File: config.mk
export PLATFORM = sky130hd
export DESIGN_NAME = nrc_ctrl
export DESIGN_NICKNAME = d
export VERILOG_FILES = /design/src/design/nrc_pkg.sv /design/src/design/nrc_hold_timer.sv /design/src/design/nrc_ctrl.sv
export VERILOG_INCLUDE_DIRS = /design/src /design/src/design
export SDC_FILE = /design/constraint.sdc
export NUM_CORES = 1
export LEC_CHECK = 0
export ABC_AREA = 1
export BUFFER_PORTS_ARGS = -buffer_cell sky130_fd_sc_hd__clkbuf_2
export CAP_MARGIN = 20
export CELL_PAD_IN_SITES_DETAIL_PLACEMENT = 1
export CELL_PAD_IN_SITES_GLOBAL_PLACEMENT = 2
export CORE_AREA = 2 2 160 162
export CTS_CLUSTER_SIZE = 25
export DETAILED_ROUTE_END_ITERATION = 10
export DIE_AREA = 0 0 162 164
export PLACE_DENSITY_LB_ADDON = 0.08
export RECOVER_POWER = 50
export SYNTH_ARGS = -nofsm -noshare
export SYNTH_HDL_FRONTEND = slang
export SYNTH_SLANG_ARGS = --single-unit
export TNS_END_PERCENT = 30
File: constraint.sdc
create_clock -name clk -period 4.6 [get_ports clk]
set_clock_uncertainty 0.1 [all_clocks]
set_input_delay 0.92 -clock clk [delete_from_list [all_inputs] [get_ports clk]]
set_output_delay 0.92 -clock clk [all_outputs]
set_load 0.01 [all_outputs]
File: src/design/nrc_params.svh
`ifndef NRC_PARAMS_SVH
`define NRC_PARAMS_SVH

// ----------------------------------------
// Register numbers
// ----------------------------------------
`define NRC_REG_RESET_CTRL 8'h50
`define NRC_REG_OSC_FREQ 8'h51
`define NRC_REG_LINK_CTRL 8'h80

// ----------------------------------------
// Reset and mode control fields
// ----------------------------------------
`define NRC_RC_SYS_BIT 0
`define NRC_RC_TILE_BIT 1
`define NRC_RC_USB_EN_BIT 2
`define NRC_RC_USB_ACC_BIT 3
`define NRC_RC_MODE_LSB 16
`define NRC_RC_MODE_MSB 17
`define NRC_RC_MODE_TRI_BIT 24
`define NRC_RC_MODE_RESET 2'h0
`define NRC_RC_MODE_TRI_RESET 1'h0

// ----------------------------------------
// Oscillator frequency field
// ----------------------------------------
`define NRC_FREQ_MSB 6
`define NRC_FREQ_RESET 7'h19
`define NRC_FREQ_MIN 7'h05
`define NRC_FREQ_MAX 7'h64
`define NRC_USB_FREQ_A 7'h0C
`define NRC_USB_FREQ_B 7'h18
`define NRC_USB_FREQ_C 7'h30
`define NRC_USB_FREQ_D 7'h60

// ----------------------------------------
// Link control and status fields
// ----------------------------------------
`define NRC_LK_ERR_BIT 27
`define NRC_LK_ISSUED_BIT 26
`define NRC_LK_HELD_BIT 25
`define NRC_LK_LINK_GREETING_TOKEN_BIT 24
`define NRC_LK_RXRST_BIT 23
`define NRC_LK_SYM_LSB 11
`define NRC_LK_SYM_MSB 21
`define NRC_LK_TOK_LSB 0
`define NRC_LK_TOK_MSB 10
`define NRC_LK_GAP_RESET 11'h001

// ----------------------------------------
// Timing
// ----------------------------------------
`define NRC_SYS_RESET_CYCLES 524288
`define NRC_TILE_RESET_US 16
`define NRC_WDOG_TICK_US 1000

`endif

File: src/design/nrc_pkg.sv
package nrc_pkg;

    // ----------------------------------------
    // Configuration packet request and answer
    // ----------------------------------------
    typedef struct packed {
        logic valid;
        logic write;
        logic resp_wanted;
        logic [7:0] addr;
        logic [31:0] wdata;
    } nrc_cfg_req_t;

    typedef struct packed {
        logic valid;
        logic ack;
        logic [31:0] rdata;
    } nrc_cfg_rsp_t;

    // ----------------------------------------
    // Link core events and controls
    // ----------------------------------------
    typedef struct packed {
        logic rx_error;
        logic credit_rx;
        logic credit_tx;
        logic in_token;
    } nrc_link_evt_t;

    typedef struct packed {
        logic link_greeting_token;
        logic rx_reset;
        logic sym_tick;
        logic token_ready;
    } nrc_link_ctl_t;

    typedef enum {
        NRC_TX_IDLE,
        NRC_TX_TOKEN,
        NRC_TX_GAP
    } nrc_tx_state_t;

endpackage : nrc_pkg

File: src/design/nrc_hold_timer.sv
`timescale 1ns/1ns

module nrc_hold_timer #(
    parameter int W = 20
) (
    input wire logic clk,
    input wire logic reset,
    input wire logic start,
    input wire logic [W-1:0] len,
    output logic active_q
);
    logic [W-1:0] cnt_q;

    generate
        if (W < 2) begin : g_bad
            $error("nrc_hold_timer: W too small");
        end
    endgenerate

    // Restart on every start so a held source stretches the pulse
    always_ff @(posedge clk) begin
        if (reset) begin
            cnt_q <= '0;
            active_q <= 1'b0;
        end else if (start) begin
            cnt_q <= len;
            active_q <= (len != '0);
        end else begin
            cnt_q <= (cnt_q != '0) ? cnt_q - W'(1) : cnt_q;
            active_q <= (cnt_q > W'(1));
        end
    end

endmodule : nrc_hold_timer

File: src/design/nrc_ctrl.sv
`timescale 1ns/1ns
`include "nrc_params.svh"

// Notes on behaviour
// - Two reset scopes: system and tile.
// - Pin, brown-out, watchdog raise system reset.
// - Sleep or clock change raise tile reset.
// - System reset held fixed oscillator-cycle count.
// - Control bit 0 starts system reset, self-clears.
// - Control bit 1 starts tile reset, self-clears.
// - Reset-trigger writes never get a response.
// - Bit 2 enables USB block, clear resets.
// - Bit 3 gates USB register access.
// - Mode pin field plus tristate bit.
// - Frequency 5 to 100 only, else NACK.
// - Tile reset delay, ticks, USB check from frequency.
// - Link error bit sets on event, read-clears.
// - Status bits show issued and held credit.
// - Greeting bit clears held credit, sends greeting.
// - Receiver reset bit, self-clearing.
// - Symbol and token spacing from gap fields.
// - Node lock blocks link register writes.
module nrc_ctrl #(
    parameter int SYS_RESET_CYCLES = `NRC_SYS_RESET_CYCLES,
    parameter int TILE_RESET_US = `NRC_TILE_RESET_US,
    parameter int WDOG_TICK_US = `NRC_WDOG_TICK_US
) (
    input wire logic clk,
    input wire logic reset,
    input nrc_pkg::nrc_cfg_req_t cfg_req,
    output nrc_pkg::nrc_cfg_rsp_t cfg_rsp,
    input wire logic ext_reset_n,
    input wire logic brownout,
    input wire logic watchdog_expired,
    input wire logic sleep_seq,
    input wire logic clk_src_change,
    input wire logic node_cfg_lock,
    input nrc_pkg::nrc_link_evt_t link_evt,
    output nrc_pkg::nrc_link_ctl_t link_ctl,
    output logic sys_reset_out,
    output logic tile_reset_out,
    output logic usb_enable,
    output logic usb_if_reset,
    output logic usb_reg_access_en,
    output logic [1:0] mode_pins,
    output logic mode_pins_oe,
    output logic usb_clk_valid,
    output logic wdog_tick
);
    import nrc_pkg::*;

    localparam int TW = 20;
    localparam int MW = 10;

    generate
        if (SYS_RESET_CYCLES < 1 || SYS_RESET_CYCLES >= (1 << TW)) begin : g_bad_sys
            $error("nrc_ctrl: SYS_RESET_CYCLES out of range");
        end
        if (TILE_RESET_US < 1 || TILE_RESET_US > 1024) begin : g_bad_tile
            $error("nrc_ctrl: TILE_RESET_US out of range");
        end
        if (WDOG_TICK_US < 1 || WDOG_TICK_US > (1 << MW)) begin : g_bad_wdog
            $error("nrc_ctrl: WDOG_TICK_US out of range");
        end
    endgenerate

    // ----------------------------------------
    // Register state
    // ----------------------------------------
    logic usb_en_q;
    logic usb_acc_q;
    logic [1:0] mode_q;
    logic mode_tri_q;
    logic [6:0] freq_q;
    logic err_q;
    logic issued_q;
    logic held_q;
    logic [10:0] sym_gap_q;
    logic [10:0] tok_gap_q;
    logic sys_hold;
    logic tile_hold;
    logic regs_rst;

    // ----------------------------------------
    // Request decode
    // ----------------------------------------
    wire hit_rc = cfg_req.addr == `NRC_REG_RESET_CTRL;
    wire hit_fq = cfg_req.addr == `NRC_REG_OSC_FREQ;
    wire hit_lk = cfg_req.addr == `NRC_REG_LINK_CTRL;
    wire mapped = hit_rc | hit_fq | hit_lk;
    wire wr = cfg_req.valid & cfg_req.write & ~sys_hold;
    wire rd = cfg_req.valid & ~cfg_req.write;
    wire wr_rc = wr & hit_rc;
    wire [6:0] wfreq = cfg_req.wdata[`NRC_FREQ_MSB:0];
    wire freq_ok = (wfreq >= `NRC_FREQ_MIN) && (wfreq <= `NRC_FREQ_MAX);
    wire wr_fq = wr & hit_fq & freq_ok;
    wire wr_lk = wr & hit_lk & ~node_cfg_lock;
    wire rd_lk = rd & hit_lk;
    wire sw_sys = wr_rc & cfg_req.wdata[`NRC_RC_SYS_BIT];
    wire sw_tile = wr_rc & cfg_req.wdata[`NRC_RC_TILE_BIT];
    wire link_greeting_token = wr_lk & cfg_req.wdata[`NRC_LK_LINK_GREETING_TOKEN_BIT];
    wire rx_rst = wr_lk & cfg_req.wdata[`NRC_LK_RXRST_BIT];

    // ----------------------------------------
    // Reset sources
    // ----------------------------------------
    // system sources
    wire sys_start = ~ext_reset_n | brownout | watchdog_expired | sw_sys;
    wire tile_start = sleep_seq | clk_src_change | sw_tile;
    wire [TW-1:0] tile_len = TW'(freq_q * TILE_RESET_US);
    // Register bank falls under system reset scope
    assign regs_rst = reset | sys_hold;

    nrc_hold_timer #(.W(TW)) u_sys_timer (
        .clk(clk),
        .reset(reset),
        .start(sys_start),
        .len(TW'(SYS_RESET_CYCLES)),
        .active_q(sys_hold)
    );
    nrc_hold_timer #(.W(TW)) u_tile_timer (
        .clk(clk),
        .reset(regs_rst),
        .start(tile_start),
        .len(tile_len),
        .active_q(tile_hold)
    );

    assign sys_reset_out = sys_hold;
    always_ff @(posedge clk) begin
        if (reset) begin
            tile_reset_out <= 1'b0;
        end else begin
            tile_reset_out <= tile_hold | sys_hold;
        end
    end

    // ----------------------------------------
    // Reset and mode control register
    // ----------------------------------------
    // stored fields
    always_ff @(posedge clk) begin
        if (regs_rst) begin
            usb_en_q <= 1'b0;
            usb_acc_q <= 1'b0;
            mode_q <= `NRC_RC_MODE_RESET;
            mode_tri_q <= `NRC_RC_MODE_TRI_RESET;
        end else if (wr_rc) begin
            usb_en_q <= cfg_req.wdata[`NRC_RC_USB_EN_BIT];
            usb_acc_q <= cfg_req.wdata[`NRC_RC_USB_ACC_BIT];
            mode_q <= cfg_req.wdata[`NRC_RC_MODE_MSB:`NRC_RC_MODE_LSB];
            mode_tri_q <= cfg_req.wdata[`NRC_RC_MODE_TRI_BIT];
        end
    end

    always_ff @(posedge clk) begin
        if (reset) begin
            usb_enable <= 1'b0;
            usb_if_reset <= 1'b1;
            usb_reg_access_en <= 1'b0;
            mode_pins <= `NRC_RC_MODE_RESET;
            mode_pins_oe <= 1'b0;
        end else begin
            usb_enable <= usb_en_q;
            usb_if_reset <= ~usb_en_q;
            usb_reg_access_en <= usb_acc_q;
            mode_pins <= mode_q;
            mode_pins_oe <= ~mode_tri_q;
        end
    end

    // ----------------------------------------
    // Oscillator frequency register
    // ----------------------------------------
    // store valid only
    always_ff @(posedge clk) begin
        if (regs_rst) begin
            freq_q <= `NRC_FREQ_RESET;
        end else if (wr_fq) begin
            freq_q <= wfreq;
        end
    end

    wire usb_ok = (freq_q == `NRC_USB_FREQ_A) || (freq_q == `NRC_USB_FREQ_B) ||
        (freq_q == `NRC_USB_FREQ_C) || (freq_q == `NRC_USB_FREQ_D);
    // ----------------------------------------
    // Watchdog tick from frequency
    // ----------------------------------------
    // Microsecond prescaler follows the field, so a wrong field skews the tick
    logic [6:0] us_cnt_q;
    logic [MW-1:0] ms_cnt_q;
    wire us_tick = us_cnt_q >= freq_q - 7'h01;
    wire ms_wrap = us_tick && (ms_cnt_q >= MW'(WDOG_TICK_US - 1));
    always_ff @(posedge clk) begin
        if (regs_rst) begin
            us_cnt_q <= '0;
            ms_cnt_q <= '0;
            wdog_tick <= 1'b0;
            usb_clk_valid <= 1'b0;
        end else begin
            us_cnt_q <= us_tick ? 7'h00 : us_cnt_q + 7'h01;
            ms_cnt_q <= ms_wrap ? '0 : (us_tick ? ms_cnt_q + MW'(1) : ms_cnt_q);
            wdog_tick <= ms_wrap;
            usb_clk_valid <= usb_ok;
        end
    end

    // ----------------------------------------
    // Link control and status register
    // ----------------------------------------
    wire [10:0] sym_gap = (sym_gap_q == 11'h000) ? 11'h001 : sym_gap_q;
    wire [10:0] tok_gap = (tok_gap_q == 11'h000) ? 11'h001 : tok_gap_q;
    always_ff @(posedge clk) begin
        if (regs_rst) begin
            sym_gap_q <= `NRC_LK_GAP_RESET;
            tok_gap_q <= `NRC_LK_GAP_RESET;
        end else if (wr_lk) begin
            sym_gap_q <= cfg_req.wdata[`NRC_LK_SYM_MSB:`NRC_LK_SYM_LSB];
            tok_gap_q <= cfg_req.wdata[`NRC_LK_TOK_MSB:`NRC_LK_TOK_LSB];
        end
    end

    // Events win over clears so none is lost
    always_ff @(posedge clk) begin
        if (regs_rst) begin
            err_q <= 1'b0;
            issued_q <= 1'b0;
            held_q <= 1'b0;
        end else begin
            err_q <= link_evt.rx_error | (err_q & ~rd_lk);
            issued_q <= link_evt.credit_tx | (issued_q & ~rx_rst);
            held_q <= link_evt.credit_rx | (held_q & ~link_greeting_token);
        end
    end

    // ----------------------------------------
    // Transmit spacing
    // ----------------------------------------
    nrc_tx_state_t tx_q;
    nrc_tx_state_t tx_d;
    logic [10:0] gap_cnt_q;
    logic [10:0] gap_cnt_d;
    logic sym_tick_d;
    always_comb begin
        tx_d = tx_q;
        gap_cnt_d = gap_cnt_q;
        sym_tick_d = 1'b0;
        unique case (tx_q)
            NRC_TX_IDLE: begin
                if (link_evt.in_token) begin
                    tx_d = NRC_TX_TOKEN;
                    gap_cnt_d = sym_gap;
                end
            end
            NRC_TX_TOKEN: begin
                if (!link_evt.in_token) begin
                    tx_d = NRC_TX_GAP;
                    gap_cnt_d = tok_gap;
                end else if (gap_cnt_q <= 11'h001) begin
                    sym_tick_d = 1'b1;
                    gap_cnt_d = sym_gap;
                end else begin
                    gap_cnt_d = gap_cnt_q - 11'h001;
                end
            end
            NRC_TX_GAP: begin
                if (gap_cnt_q <= 11'h001) begin
                    tx_d = NRC_TX_IDLE;
                end else begin
                    gap_cnt_d = gap_cnt_q - 11'h001;
                end
            end
        endcase
    end
    always_ff @(posedge clk) begin
        if (regs_rst) begin
            tx_q <= NRC_TX_IDLE;
            gap_cnt_q <= '0;
            link_ctl <= '0;
        end else begin
            tx_q <= tx_d;
            gap_cnt_q <= gap_cnt_d;
            link_ctl.link_greeting_token <= link_greeting_token;
            link_ctl.rx_reset <= rx_rst;
            link_ctl.sym_tick <= sym_tick_d;
            link_ctl.token_ready <= (tx_d == NRC_TX_IDLE);
        end
    end

    // ----------------------------------------
    // Configuration answer
    // ----------------------------------------
    // triggers and reserved read zero
    wire [31:0] rd_rc = {7'h00, mode_tri_q, 6'h00, mode_q, 12'h000, usb_acc_q, usb_en_q, 2'b00};
    wire [31:0] rd_fq = {25'h0000000, freq_q};
    wire [31:0] rd_lkv = {4'h0, err_q, issued_q, held_q, 3'b000, sym_gap_q, tok_gap_q};
    wire [31:0] rdata = hit_rc ? rd_rc : (hit_fq ? rd_fq : (hit_lk ? rd_lkv : 32'h00000000));
    wire silent = wr_rc & (cfg_req.wdata[`NRC_RC_SYS_BIT] | cfg_req.wdata[`NRC_RC_TILE_BIT]);
    wire rsp_fire = rd | (wr & cfg_req.resp_wanted & ~silent);
    wire nack = ~mapped | (wr & hit_fq & ~freq_ok) | (wr & hit_lk & node_cfg_lock);

    always_ff @(posedge clk) begin
        if (regs_rst) begin
            cfg_rsp <= '0;
        end else begin
            cfg_rsp.valid <= rsp_fire;
            cfg_rsp.ack <= rsp_fire & ~nack;
            cfg_rsp.rdata <= rd ? rdata : 32'h00000000;
        end
    end

endmodule : nrc_ctrl

==> impl_results.md, run 1 <==
- Outcome: finished with violations
- Violated checks: max-capacitance violations, max-slew violations
- Gate Count Post-Synth: 1,227
- Area Growth Syn to Fin: 14.6%
- Synth warn: 0
- CP bufs+invs: 2
- Resize count post-CTS: 0
- CTS Sinks: 180
- Share of post-route cells with drive strength above 1: 8.50%
- Worst-margin pin slew: 2190 ps
- Mapped cell area: 0.00855 sq mm
- Fin. Hold Viols: 0
- Initial Util: 34.4%
- Average via count per standard cell: 4.78
- Setup TNS: 0 ps
- CP top delay family: buffers and inverters
- Final #Nets: 1,377
- Worst skew pair latency: 450 ps
- Final setup viols: 0
- Clock slew at reported path FFs: 80 ps
- Final RePlAce weighted congestion: 0.794
- Cells on worst reg2reg path: 4
- Ant diodes: 0
- Slew headroom: -45.8%
- Routed WL: 25.3 mm
- Core Footprint: 0.0248 sq mm
- CTS tree: yes
- Most frequent CP cell: clkbuf_1
- Max-slew violation count: 48
- Gr usage total: 19.6%
- Max H-tree Level: 4
- CP max FO: 47
- Die H: 164 microns
- RSZ-0062 raised after global routing: false
- Tot Pwr: 3.62 mW
- Congestion Overflow GR: 0
- Vias in the first global route: 8,033
- Hold Crit Depth: 1
- Top Usage Layer GRT: met2
- Remaining antenna violation count: 0
- Largest area contributor in the netlist: dfxtp_1
- Yosys reg bits: 180
- Pwr/cell area: 370 mW/mm^2
- Number of port buffers: 88
- Critical path cell sequence: clkbuf_1, nor2_4, clkbuf_1, nand2_1, a21oi_1
- CP max stage cell: clkbuf_1
- Met3 usage: 2.53%
- Pin count of the biggest net entering global routing: 52
- Share of the synthesized area in the top cell type: 42.2%
- FFs w/ async S/R, synth: 0%
- Post-route insts no fill: 1,648
- Min-Delay Path Class: flip-flop to flip-flop
- Iter 0 DRT Violations: 314
- Vias: 7,880
- Clock Tree Buf Depth: 2
- Register area share after synthesis: 42.2%
- Crit path required time: 4860 ps
- Max Clk Rate: 0.269 GHz
- Post-synth EDFFs: 0
- Grt met2 use: 33.7%
- Cts bufs inserted: 17
- Die X: 162 microns
- Crit path time final: 3720 ps
- Setup CP Type: input pin to flip-flop
- Area of the die: 0.0266 sq mm
- 1st-pass router iterations: 4
- P_leak: 4.36 nW
- Dpl cells: 1,616
- Met1 Use GR: 26.0%
- Data arrival, critical path: 3980 ps
- Row Count: 58
- Worst Setup Start Kind: input pin
- Cts hold-fix bufs: 0
- Maximum Capacitance Violations: 1
- Drc violations: 0
- Avg Inst Size Synth: 6.96 sq um
- HPWL Detailed: 19.0 mm
- Crit path depth: 5
- Main flop type after synthesis: dfxtp_1
- Post-CTS Setup Bufs: 0
- Io pins: 103
- Yosys cell types: 43
- Ranking of synthesized cells by area: dfxtp_1, nor2_1, nand2_1
- CTS root buffer: clkbuf_16
- Crit end category: flip-flop
- Most frequent cells after synthesis: nor2_1, nand2_1, dfxtp_1
- Peak supply drop: 0.000166 V
- Initial antenna violation count: 0
- Global-route wire length before repair: 41.3 mm
- Count leader, synth: nor2_1
- Tcrit/Tclk final: 80.8%
- CP peak stage delay: 1570 ps
- Routed len/inst: 15.3 microns
[sequential cells by signal, indices dropped and copies added (netlist names), 2 cells and up]
register / flops
ms_cnt_q: 10
u_tile_timer.cnt_q: 20
gap_cnt_q: 11
cfg_rsp: 28
mode_pins: 2
tx_q: 32
link_ctl: 4
u_sys_timer.cnt_q: 20
mode_q: 2
sym_gap_q: 11
us_cnt_q: 7
tok_gap_q: 11
freq_q: 7
[worst paths after layout]
| check | to | start | slack (ps) |
|---|---|---|---|
| hold reg to reg | mode_pins_oe | mode_tri_q | 320 |
| setup reg to reg | ms_cnt_q[1] | u_sys_timer.active_q | 1290 |
| hold / removal | mode_pins_oe | mode_tri_q | 320 |
| setup / recovery | ms_cnt_q[1] | reset | 880 |
[per-stage QoR]
| stage | setup WS [ps] | util [%] | area, sq um | hold slack [ps] |
|---|---|---|---|---|
| floorplan | 2330 | - | 8560 | 293 |
| global placement | 1420 | 37.3 | 9260 | 304 |
| detailed placement | 1410 | 37.3 | 9260 | 318 |
| CTS | 1370 | 39.8 | 9870 | 327 |
| global route | 585 | 39.5 | 9790 | 354 |
| finish | 881 | 39.5 | 9790 | 320 |
[layout by cell type, fill, tap and decap left out, types with 3 or more instances in the layout]
master / count
a21oi_1: 56
buf_4: 3
clkbuf_1: 45
clkbuf_16: 17
clkbuf_2: 44
clkinv_4: 3
conb_1: 6
dfxtp_1: 180
ha_1: 17
inv_1: 116
inv_2: 6
inv_8: 5
nand2_1: 244
nand2_2: 4
nand3_1: 81
nand3_2: 3
nand3b_1: 3
nand4_1: 30
nor2_1: 269
nor2_2: 6
nor2_4: 4
nor3_1: 28
o211ai_1: 4
o21ai_0: 49
o21ai_1: 19
o21bai_1: 3
or2_2: 3
xnor2_1: 15
xor2_1: 29
[worst reg2reg max path, cell delays in order, from the launching register on]
cell and delay, ps:
dfxtp_1 420, nor2_4 150, clkbuf_1 1570, nand2_1 720, a21oi_1 280
[report_power, final]
part | total [mW] | internal (mW) | switching (mW)
Clock | 1.52 | 0.784 | 0.737
Sequential | 1.60 | 1.58 | 0.0216
Combinational | 0.497 | 0.163 | 0.335
[layer usage]
metal / up-vias / part of all wire (%) / wire length, microns
li1: 4052 / - / -
met1: 3731 / 48 / 12100
met2: 72 / 48 / 12200
met3: 25 / 2.4 / 595
met4: 0 / 1.2 / 309
met5: - / 0 / 0
[logic make-up after synthesis]
| group | synth area share [%] |
|---|---|
| simple gates | 34.6 |
| flops | 42.2 |
| buf+inv | 7.73 |
| compound gates | 8.45 |
| xor+xnor | 4.51 |
| fa+ha+maj | 2.49 |
| other cells | 0.0439 |
[layout make-up]
| type | count | area [sq um] |
|---|---|---|
| Timing Repair Buffer | 92 | 412 |
| Sequential cell | 180 | 3600 |
| Fill cell | 3254 | 15000 |
| Inverter | 125 | 472 |
| Multi-Input combinational cell | 889 | 4290 |
| Clock inverter | 15 | 183 |
| Tap cell | 330 | 413 |
| Clock buffer | 17 | 425 |
Note: power is estimated with default switching activity, not from simulation.
==> run 2, diff against run 1 <==
CORE_AREA = 2 2 175 177   (was 2 2 160 162)
DIE_AREA = 0 0 177 179   (was 0 0 162 164)
clock period = 3.2 ns   (was 4.6 ns; I/O delays follow)
==> run 2 against run 1 <==
  * The run now ends clean
  * Wire length is 6.6% higher
  * Worst setup slack worse by 270 ps
  * Die area rose by 19%
  * Clock power is 40% higher
  * Sequential power rose by 44%
  * Global-route usage down 2.1 points
  * Clock-buffer cell count grew 1
  * Register-to-register slack lost 680 ps
  * Non-clock buffer count up 11
  * Critical path type is now flip-flop to flip-flop
  * Critical endpoint is now ms_cnt_q[9]
  * Largest power group unchanged
==> impl_results.md, run 2 (same netlist as run 1, synthesis figures left out) <==
- Fin. Hold Viols: 0
- 1st-pass router iterations: 4
- Leading registers by flop count: tx_q (32), cfg_rsp (28)
- Final worst slack: 607 ps
- Vias in the first global route: 7,900
- Congestion Overflow GR: 0
- Routed len/inst: 15.6 microns
- Maximum Capacitance Violations: 0
- Worst Setup Start Kind: flip-flop
- CTS tree: yes
- Gr usage total: 17.5%
- Final #Nets: 1,388
- Cts bufs inserted: 17
- HPWL Detailed: 20.3 mm
- Initial antenna violation count: 0
- Max Clk Rate: 0.386 GHz
- Vias: 7,878
- Number of port buffers: 88
- Crit path time final: 2590 ps
- Crit path required time: 3470 ps
- Worst-margin pin slew: 1370 ps
- Max reg flops: 32
- Row Count: 64
- Routed WL: 26.9 mm
- CP max stage cell: dfxtp_1
- Max-slew violation count: 0
- CP peak stage delay: 430 ps
- Die X: 177 microns
- Final setup viols: 0
- Most frequent cells in the layout: nor2_1, nand2_1, dfxtp_1
- Area of the die: 0.0317 sq mm
- Critical path cell sequence: inv_1, ha_1, nand3_1, xor2_1, ha_1, a21oi_1, o21a_1, nand3_1, nand2_1, nand2_1, a21oi_1
- Pwr/cell area: 519 mW/mm^2
- Dpl ws: 621 ps
- Slew headroom: 8.95%
- Io pins: 103
- Commonest non-fill, non-tap cell in the layout: nor2_1
- RSZ-0062 raised after global routing: false
- Clock Tree Buf Depth: 2
- Die H: 179 microns
- Remaining antenna violation count: 0
- Iter 0 DRT Violations: 325
- Largest Register: tx_q
- Average via count per standard cell: 4.57
- Resize count post-CTS: 0
- Min-Delay Path Class: input pin to flip-flop
- CTS root buffer: clkbuf_16
- Tot Pwr: 5.16 mW
- Post-CTS Setup Bufs: 0
- Crit end category: flip-flop
- P_leak: 4.38 nW
- CTS Sinks: 180
- Clock slew at reported path FFs: 70 ps
- Max H-tree Level: 4
- CP max FO: 10
- Setup TNS: 0 ps
- Initial Util: 28.5%
- Setup CP Type: flip-flop to flip-flop
- Drc violations: 0
- Area Growth Syn to Fin: 16.3%
- Ant diodes: 0
- Pin count of the biggest net entering global routing: 48
- Share of post-route cells with drive strength above 1: 9.48%
- Cts hold-fix bufs: 0
- Peak supply drop: 0.000364 V
- Data arrival, critical path: 2860 ps
- Worst skew pair latency: 450 ps
- Outcome: complete, no violations
- Global-route wire length before repair: 42.8 mm
- Final RePlAce weighted congestion: 0.784
- Core Footprint: 0.0300 sq mm
- Tcrit/Tclk final: 81.0%
## run 2: critical path: cells and delay by family, from the launching register on
family,cells,cell delay [ps]
AO/OA/AOI/OAI,3,570
adder cells (fa/ha/maj),2,550
AND/OR/NAND/NOR,4,540
flip-flops,1,430
XOR/XNOR,1,190
buffers and inverters,1,140
## run 2: power breakdown
part | internal [mW] | total (mW) | switching, mW
logic | 0.235 | 0.725 | 0.490
clock network | 1.12 | 2.13 | 1.01
registers | 2.27 | 2.30 | 0.0308
total | 3.62 | 5.16 | 1.54
## run 2: final cells by class
class / count / area (sq um)
fillers: 3819 / 20100
inverters: 125 / 472
flip-flops and latches: 180 / 3600
well taps: 396 / 495
repair buffers: 103 / 484
clock buffers: 18 / 439
multi-input cells: 889 / 4300
clock inverters: 14 / 141
## run 2: final timing paths
path	startpoint	to	slack [ps]	cells past startpoint
worst min register to register	mode_tri_q	mode_pins_oe	320	1
worst min-delay path	link_evt[3]	err_q	310	3
worst max register to register	freq_q[0]	ms_cnt_q[9]	610	11
worst max-delay path	freq_q[0]	ms_cnt_q[9]	610	11
## run 2: metal layers
metal  wire (microns)  up-vias  GRT usage, %
met5                0        -             0
met4              203        0          3.72
met3              647       13          3.14
met2            12900       65          29.8
met1            13200     3720          23.2
li1                 -     4080             -
## run 2: metrics by stage
| step | instance area [sq um] | hold WS [ps] | utilization [%] | std cells |
|---|---|---|---|---|
| after floorplan | 8560 | 293 | - | 1232 |
| after global placement | 9430 | 304 | 31.4 | 1693 |
| after detailed placement | 9430 | 315 | 31.4 | 1693 |
| after CTS | 10000 | 292 | 33.3 | 1725 |
| after global routing | 9940 | 312 | 33.1 | 1725 |
| final | 9940 | 312 | 33.1 | 1725 |
